<file path="config.mk">
export PLATFORM = sky130hd
export DESIGN_NAME = can_transceiver_mode_control
export DESIGN_NICKNAME = d
export VERILOG_FILES = /design/src/rtl/mode_ctrl_pkg.sv /design/src/rtl/hold_timer.sv /design/src/rtl/can_transceiver_mode_control.sv
export SDC_FILE = /design/constraint.sdc
export NUM_CORES = 1
export LEC_CHECK = 0
export BUFFER_PORTS_ARGS = -buffer_cell sky130_fd_sc_hd__buf_2
export CAP_MARGIN = 0
export CORE_MARGIN = 3
export CORE_UTILIZATION = 61
export DETAILED_ROUTE_END_ITERATION = 6
export GPL_TIMING_DRIVEN = 0
export MAX_ROUTING_LAYER = met4
export PLACE_DENSITY = 0.81
export SLEW_MARGIN = 20
export SYNTH_ARGS = -nofsm -noshare
export SYNTH_HDL_FRONTEND = slang
export SYNTH_SLANG_ARGS = --single-unit
</file>
<file path="constraint.sdc">
create_clock -name clk_i -period 3.1 [get_ports clk_i]
set_input_delay 0.465 -clock clk_i [delete_from_list [all_inputs] [get_ports clk_i]]
set_output_delay 0.465 -clock clk_i [all_outputs]
set_load 0.05 [all_outputs]
</file>
<file path="src/rtl/mode_ctrl_pkg.sv">
package mode_ctrl_pkg;
    // operating modes
    typedef enum logic [2:0] {
        MODE_NORMAL,
        MODE_RX_ONLY,
        MODE_STANDBY,
        MODE_GO_SLEEP,
        MODE_SLEEP
    } mode_t;

    localparam int unsigned CLK_HZ           = 40_000_000;
    localparam int unsigned CLK_PERIOD_NS    = 25;
    // filter and hold times in microseconds
    localparam int unsigned UV_FILTER_US     = 10;
    localparam int unsigned SLEEP_HOLD_US    = 50;
    localparam int unsigned UV_FILTER_CYC    = (UV_FILTER_US * 1000) / CLK_PERIOD_NS;
    localparam int unsigned SLEEP_HOLD_CYC   = (SLEEP_HOLD_US * 1000) / CLK_PERIOD_NS;
    localparam int unsigned CNT_W            = 16;
    // edge count that closes the wake-source window
    localparam logic [2:0]  TXD_EDGE_LIMIT   = 3'h4;
    localparam logic [2:0]  TXD_EDGE_ZERO    = 3'h0;
    localparam logic [2:0]  TXD_EDGE_ONE     = 3'h1;
endpackage

</file>
<file path="src/rtl/hold_timer.sv">
`timescale 1ns/1ps
// counts while cond_i holds, restarts when it drops, flags once limit passed
module hold_timer
    import mode_ctrl_pkg::*;
#(
    parameter logic [CNT_W-1:0] LIMIT = 16'h0001
) (
    input  wire logic clk_i,
    input  wire logic rst_b_i,
    input  wire logic cond_i,
    output logic      expired_o
);
    logic [CNT_W-1:0] cnt_reg;
    logic [CNT_W-1:0] cnt_next;
    logic             exp_reg;
    logic             exp_next;

    // next count, restart on drop
    always_comb begin
        cnt_next = cnt_reg;
        exp_next = 1'b0;
        if (!cond_i) begin
            cnt_next = '0;
        end else if (cnt_reg >= LIMIT) begin
            exp_next = 1'b1;
        end else begin
            cnt_next = cnt_reg + 16'h0001;
        end
    end

    always_ff @(posedge clk_i) begin
        if (!rst_b_i) begin
            cnt_reg <= '0;
            exp_reg <= 1'b0;
        end else begin
            cnt_reg <= cnt_next;
            exp_reg <= exp_next;
        end
    end

    assign expired_o = exp_reg;
endmodule

</file>
<file path="src/rtl/can_transceiver_mode_control.sv">
`timescale 1ns/1ps
module can_transceiver_mode_control
    import mode_ctrl_pkg::*;
(
    input  wire logic clk_i,
    input  wire logic rst_b_i,
    input  wire logic standby_not_input_i,
    input  wire logic enable_i,
    input  wire logic txd_i,
    input  wire logic bus_rx_i,
    input  wire logic local_wake_input_i,
    input  wire logic bus_wake_i,
    input  wire logic vcc_uv_i,
    input  wire logic vio_uv_i,
    input  wire logic vbat_uv_i,
    input  wire logic vbat_powerup_i,
    input  wire logic bus_failure_i,
    input  wire logic local_failure_i,
    input  wire logic driver_off_i,
    output logic      supply_inhibit_output_o,
    output logic      split_enable_o,
    output logic      error_flag_output_o,
    output logic      rxd_o,
    output logic      mode_normal_o,
    output logic      logic_uv_flag_o,
    output logic      vbat_uv_flag_o
);
    // two-flop synchronisers for all pin inputs
    localparam int unsigned NSYNC = 13;
    logic [NSYNC-1:0] meta_reg;
    logic [NSYNC-1:0] sync_reg;
    logic             standby_not_input, en, txd, bus_rx, wk_local, wk_bus, uv_logic;
    logic             uv_bat, pwrup, bus_fail, loc_fail, drv_off, vio_uv;
    always_ff @(posedge clk_i) begin
        if (!rst_b_i) begin
            meta_reg <= '0;
            sync_reg <= '0;
        end else begin
            meta_reg <= {standby_not_input_i, enable_i, txd_i, bus_rx_i,
                         local_wake_input_i, bus_wake_i, vcc_uv_i, vio_uv_i,
                         vbat_uv_i, vbat_powerup_i, bus_failure_i,
                         local_failure_i, driver_off_i};
            sync_reg <= meta_reg;
        end
    end

    assign {standby_not_input, en, txd, bus_rx, wk_local, wk_bus, uv_logic, vio_uv,
            uv_bat, pwrup, bus_fail, loc_fail, drv_off} = sync_reg;

    // filter and hold timers
    logic uv_expired;
    logic gts_expired;
    logic gts_sel;
    assign gts_sel = !standby_not_input && en;

    hold_timer #(
        .LIMIT (CNT_W'(UV_FILTER_CYC))
    ) uv_filter (
        .clk_i     (clk_i),
        .rst_b_i   (rst_b_i),
        .cond_i    (uv_logic || vio_uv),
        .expired_o (uv_expired)
    );

    hold_timer #(
        .LIMIT (CNT_W'(SLEEP_HOLD_CYC))
    ) sleep_hold (
        .clk_i     (clk_i),
        .rst_b_i   (rst_b_i),
        .cond_i    (gts_sel),
        .expired_o (gts_expired)
    );

    // mode and flag state
    mode_t      mode_reg,      mode_next;
    logic       luv_reg,       luv_next;
    logic       buv_reg,       buv_next;
    logic       wake_reg,      wake_next;
    logic       wsrc_reg,      wsrc_next;
    logic       pwr_reg,       pwr_next;
    logic       lfail_reg,     lfail_next;
    logic       from_norm_reg, from_norm_next;
    logic [2:0] edge_reg,      edge_next;
    logic       txd_d_reg,     txd_d_next;
    logic       inh_reg,       inh_next;
    logic       split_reg,     split_next;
    logic       err_reg,       err_next;
    logic       rxd_reg,       rxd_next;
    logic       mnorm_reg,     mnorm_next;
    logic       supplies_ok;
    logic       tx_fall;

    assign supplies_ok = !uv_logic && !vio_uv;
    assign tx_fall     = txd_d_reg && !txd;

    always_comb begin
        mode_next      = mode_reg;
        luv_next       = luv_reg;
        buv_next       = buv_reg;
        wake_next      = wake_reg;
        wsrc_next      = wsrc_reg;
        pwr_next       = pwr_reg;
        lfail_next     = lfail_reg;
        from_norm_next = from_norm_reg;
        edge_next      = edge_reg;
        txd_d_next     = txd;

        // requested mode from control inputs
        case ({standby_not_input, en})
            2'b11: mode_next = MODE_NORMAL;
            2'b10: mode_next = MODE_RX_ONLY;
            2'b01: mode_next = (mode_reg == MODE_SLEEP) ? MODE_SLEEP : MODE_GO_SLEEP;
            default: mode_next = (mode_reg == MODE_SLEEP) ? MODE_SLEEP : MODE_STANDBY;
        endcase
        // mode pins leave sleep only with supplies active
        if (mode_reg == MODE_SLEEP && !supplies_ok) begin
            mode_next = MODE_SLEEP;
        end
        if (mode_reg == MODE_GO_SLEEP && gts_sel && gts_expired) begin
            mode_next = MODE_SLEEP;
        end
        // wake from sleep goes to standby
        if (mode_reg == MODE_SLEEP && (wk_local || wk_bus) && !standby_not_input) begin
            mode_next = MODE_STANDBY;
        end
        if (uv_bat) begin
            mode_next = MODE_STANDBY;
            buv_next  = 1'b1;
        end else begin
            buv_next = 1'b0;
        end
        if (uv_expired) begin
            mode_next = MODE_SLEEP;
            luv_next  = 1'b1;
        end

        // wake flag: set in low power, held until normal or receive-only
        if (mode_reg != MODE_NORMAL && mode_reg != MODE_RX_ONLY && (wk_local || wk_bus)) begin
            wake_next = 1'b1;
            if (wk_local) begin
                wsrc_next = 1'b1;
            end
        end
        // power-up flag on battery connect
        if (pwrup) begin
            pwr_next = 1'b1;
        end
        // clear on new power-up or wake, set wins
        if (!uv_expired && ((wake_next && !wake_reg) || (pwr_next && !pwr_reg))) begin
            luv_next = 1'b0;
        end

        // local failures latched in normal mode
        if (mode_reg == MODE_NORMAL && loc_fail) begin
            lfail_next = 1'b1;
        end
        // tx edge counter in normal mode
        if (mode_reg == MODE_NORMAL) begin
            if (tx_fall && edge_reg != TXD_EDGE_LIMIT) begin
                edge_next = edge_reg + TXD_EDGE_ONE;
            end
        end else begin
            edge_next = TXD_EDGE_ZERO;
        end

        // entering normal clears wake, power-up, and local failure when coming from receive-only
        if (mode_next == MODE_NORMAL && mode_reg != MODE_NORMAL) begin
            wake_next = 1'b0;
            pwr_next  = 1'b0;
            if (mode_reg == MODE_RX_ONLY) begin
                lfail_next = 1'b0;
            end
        end
        // source cleared after four edges or on leaving normal
        if (mode_reg == MODE_NORMAL
            && (edge_reg == TXD_EDGE_LIMIT || mode_next != MODE_NORMAL)) begin
            wsrc_next = 1'b0;
        end
        // wake flag cleared on entering receive-only
        if (mode_next == MODE_RX_ONLY && mode_reg != MODE_RX_ONLY) begin
            wake_next      = 1'b0;
            from_norm_next = (mode_reg == MODE_NORMAL);
        end
    end

    // output decode
    always_comb begin
        inh_next   = 1'b1;
        split_next = 1'b0;
        err_next   = 1'b1;
        rxd_next   = 1'b1;
        mnorm_next = (mode_next == MODE_NORMAL);
        case (mode_next)
            MODE_NORMAL: begin
                split_next = 1'b1;
                rxd_next   = bus_rx;
                if (edge_next != TXD_EDGE_LIMIT) begin
                    err_next = !(wsrc_next && !pwr_next);
                end else begin
                    // bus failure after edges, driver off keeps high
                    err_next = !(bus_fail && !drv_off);
                end
            end
            MODE_RX_ONLY: begin
                split_next = 1'b1;
                rxd_next   = bus_rx;
                if (from_norm_next) begin
                    err_next = !lfail_next;
                end else begin
                    err_next = !(pwr_next && supplies_ok);
                end
            end
            MODE_SLEEP: begin
                inh_next = 1'b0;
                err_next = !(wake_next && supplies_ok);
                rxd_next = !(wake_next && supplies_ok);
            end
            default: begin
                // standby and go-to-sleep wake, uv flags not shown
                inh_next = !(mode_next == MODE_GO_SLEEP && gts_expired);
                err_next = !(wake_next && supplies_ok);
                rxd_next = !(wake_next && supplies_ok);
            end
        endcase
    end

    always_ff @(posedge clk_i) begin
        if (!rst_b_i) begin
            mode_reg      <= MODE_STANDBY;
            luv_reg       <= 1'b0;
            buv_reg       <= 1'b0;
            wake_reg      <= 1'b0;
            wsrc_reg      <= 1'b0;
            pwr_reg       <= 1'b0;
            lfail_reg     <= 1'b0;
            from_norm_reg <= 1'b0;
            edge_reg      <= TXD_EDGE_ZERO;
            txd_d_reg     <= 1'b1;
            inh_reg       <= 1'b1;
            split_reg     <= 1'b0;
            err_reg       <= 1'b1;
            rxd_reg       <= 1'b1;
            mnorm_reg     <= 1'b0;
        end else begin
            mode_reg      <= mode_next;
            luv_reg       <= luv_next;
            buv_reg       <= buv_next;
            wake_reg      <= wake_next;
            wsrc_reg      <= wsrc_next;
            pwr_reg       <= pwr_next;
            lfail_reg     <= lfail_next;
            from_norm_reg <= from_norm_next;
            edge_reg      <= edge_next;
            txd_d_reg     <= txd_d_next;
            inh_reg       <= inh_next;
            split_reg     <= split_next;
            err_reg       <= err_next;
            rxd_reg       <= rxd_next;
            mnorm_reg     <= mnorm_next;
        end
    end

    assign supply_inhibit_output_o = inh_reg;
    assign split_enable_o          = split_reg;
    assign error_flag_output_o     = err_reg;
    assign rxd_o                   = rxd_reg;
    assign mode_normal_o           = mnorm_reg;
    assign logic_uv_flag_o         = luv_reg;
    assign vbat_uv_flag_o          = buv_reg;
endmodule

</file>
==> impl_results.md <==
- CP Cell Sequence: or3b_4, o31a_1, a2111oi_4, buf_6, a31oi_1, a311oi_2
- Final count of negative-setup-slack endpoints: 0
- Adder-Cell Fraction of Synth Area: 2.44%
- Top cells by area, synth: dfxtp_1 51%, and2_1 7.3%, nor2_1 4.6%, xor2_1 2.8%, nand2_1 2.6%
- Sum of internal, switching and leakage power: 1910 uW
- Maximum clock insertion buffer count: 2
- Worst-margin pin slew: 0.793 ns
- Via count: 2,270
- Vias per Instance: 5.40
- Slew HR: 46.8%
- Synthesized instance count: 318
- Placed cell areas: 3260 sq um
- Final Hold Vio Count: 0
- Critical setup path kind: flop to flop
- Most common cell in the synthesized netlist: dfxtp_1
- Number of design rule violations left after detail routing: 0
- Global-route wire length before repair: 9720 um
- Cell with the largest stage delay on the worst path: or3b_4
- Static leakage: 0.00133 uW
- CP Buf/Inv Count: 1
- Cell type with the largest total area after synthesis: dfxtp_1
- Max Cap Viol: 0
- Area fraction in compound gates after synthesis: 12.1%
- Net Count, Synth: 339
- Pwr/cell area: 554 nW/um^2
- Antenna Nets Post-Route: 0
- Category of cells accounting for the largest share of critical-path delay: compound AO/OA/AOI/OAI gates
- Width of the die: 77.0 um
- Total negative setup slack: 0 ns
- List of most frequent post-synthesis cells: 79 x dfxtp_1, 38 x nor2_1, 36 x and2_1
- Critical Path AT: 2.49 ns
- Flops & latches, synth: 79
- Per-instance average area after synthesis: 9.67 sq um
- I/O pin count: 22
- Critical Path Stages: 6
- Number of flops mapped to enable cells by yosys: 0
- Number of library cell types mapped by synthesis: 53
- Port Buffers: 20
- Data required time of the critical path: 3.37 ns
- Type of element capturing the critical path: flop
- Number of global-route vias before repair: 2,198
- Number of antenna violations at the first check in global routing: 0
- Post-CTS Setup Bufs: 0
- Count of fill cells added during filler insertion: 379
- Floorplan die area: 5930 sq um
- Routed length per instance: 13.1 um
- Post-CTS clock slew at the launch and capture registers of the worst setup and hold paths: 0.08 ns
- Cell count of the worst reg-to-reg path: 6
- Sequential area share after synthesis: 51.4%
- Clk Latency, worst-skew pair: 0.35 ns
- Count of yosys warnings during synthesis: 0
- Number of hold-repair buffers added at the cts stage: 0
- Startpoint type of the worst setup path: flop
- Count of nets after finishing: 370
- Final critical path time including I/O delays and setup: 2.23 ns
- Peak VDD IR: 317 uV
- Endpoint of the most critical register-to-register path: from_norm_reg
- Aggregate routed wire length: 5520 um
- Area used by multi-input combinational logic: 1410 sq um
- Number of cells traversed by the worst hold path: 2
- Run status: finished clean
- Starting density of the core: 64.3%
- Tcrit/Tclk final: 71.8%
- Maximum number of pins on one net before global-route repair: 13
- Cell chosen for the clock root: clkbuf_8
- TritonCTS Sinks: 79
- Beginning of the worst register-to-register path: mode_reg[2]
- Count of pins over their slew limit: 0
- Total of cells resized after clock tree synthesis: 0
- Main combinational cell family by area after synthesis: simple AND/OR/NAND/NOR gates
- Highest clock rate: 449 MHz
- Vert. Die Dim: 77.0 um
- Half-perimeter wire length of the detailed placement result: 3730 um
- Synth Area in Simple Gates: 26.0%
- Number of levels the H-tree was split into: 3
- 1st-iter DRT viols: 121
- Ys async rst share: 0%
- Slowest stage delay, CP: 0.44 ns
- Min-delay worst type: input pin to flop
- Share of Yosys cell area claimed by the top area cell type: 51.4%
- Area growth, synth to finish: 12.4%
- Number of rows in the core area: 25
- Unrepaired setup endpoints after global routing: false
- TritonCTS clock tree: done
- Count of antenna diodes in the layout: 0
- Multiplexer share of the synthesized area: 1.02%
- Parity-gate share of the synthesized area counting xor and xnor cells: 4.27%
- GRT Util Overall: 21.2%
- Placeable Area: 4790 sq um
- Final RePlAce weighted congestion: 0.862
- Register Area: 1580 sq um
- Total CTS buffers: 9
- Combined area of all synthesized cells: 3080 sq um
- Number of detailed-routing iterations run before antenna repair: 4
- Final hold slack: 0.320 ns
- Register-to-Register Setup Slack: 0.87 ns
- Maximum fanout encountered on the critical timing path: 10
- Setup crit end: from_norm_reg
- GRT overflow: 0
- Share of cells above drive strength 1: 13.6%
- Origin of the worst setup path: mode_reg[2]
- Worst Clk Skew: 0.00817 ns
- Commonest register cell after synthesis: dfxtp_1
- Final instance area: 3460 sq um
metrics by stage:
step	cells	util [%]	worst slack (ns)
detailed placement	405	68.1	0.920
floorplan	318	-	1.11
global route	420	72.2	0.761
finish	420	72.2	0.873
global placement	405	68.1	0.943
CTS	420	72.2	0.894
where the power goes:
part	switching, uW	total [uW]	internal [uW]
clock network	347	754	407
registers	11.8	1050	1040
logic	66.1	108	42.1
per-layer routing:
layer  GRT usage, %  up-vias  wire, um
met5              -        -         0
met4           11.9        0       104
met3           4.58       11       317
met2           33.7       66      2560
met1           25.0     1035      2530
li1               -     1158         -
worst min path at each step:
| stage | start | end | slack, ns |
|---|---|---|---|
| 4_1_cts | vbat_uv_i | meta_reg[4] | 0.32 |
| 2_1_floorplan | meta_reg[0] | sync_reg[0] | 0.41 |
| 6_report | vbat_uv_i | meta_reg[4] | 0.32 |
| 5_1_grt | vbat_uv_i | meta_reg[4] | 0.32 |
| 3_3_place_gp | meta_reg[11] | sync_reg[11] | 0.41 |
| 3_5_place_dp | meta_reg[6] | sync_reg[6] | 0.42 |
placed cells by master (no fill, tap or decap), types with 5 or more instances in the layout:
| cell type | instances |
|---|---|
| dfxtp_1 | 79 |
| nand4_1 | 7 |
| buf_2 | 20 |
| clkbuf_1 | 8 |
| a21oi_1 | 11 |
| a31oi_1 | 7 |
| and2_1 | 36 |
| ha_1 | 6 |
| xnor2_1 | 5 |
| inv_1 | 11 |
| xor2_1 | 10 |
| nand2_1 | 21 |
| o21ai_0 | 7 |
| and3_1 | 11 |
| nand2b_1 | 5 |
| nor2_1 | 38 |
| clkbuf_8 | 11 |
final cells by class:
type | count | share of cell area, %
clock inverters | 4 | 1.30
well taps | 67 | 2.43
flip-flops and latches | 79 | 45.8
multi-input cells | 218 | 40.7
plain buffers | 9 | 1.19
repair buffers | 20 | 2.90
inverters | 12 | 1.30
clock buffers | 11 | 4.38
kinds of logic after synthesis:
logic type / after synthesis
and+or+nand+nor: 145
DFF: 79
AOI/OAI and AO/OA: 49
adders and majority gates: 6
muxes: 3
buffers and inverters: 21
xor gates and xnor gates: 15
(Power assumes the default switching activity.)
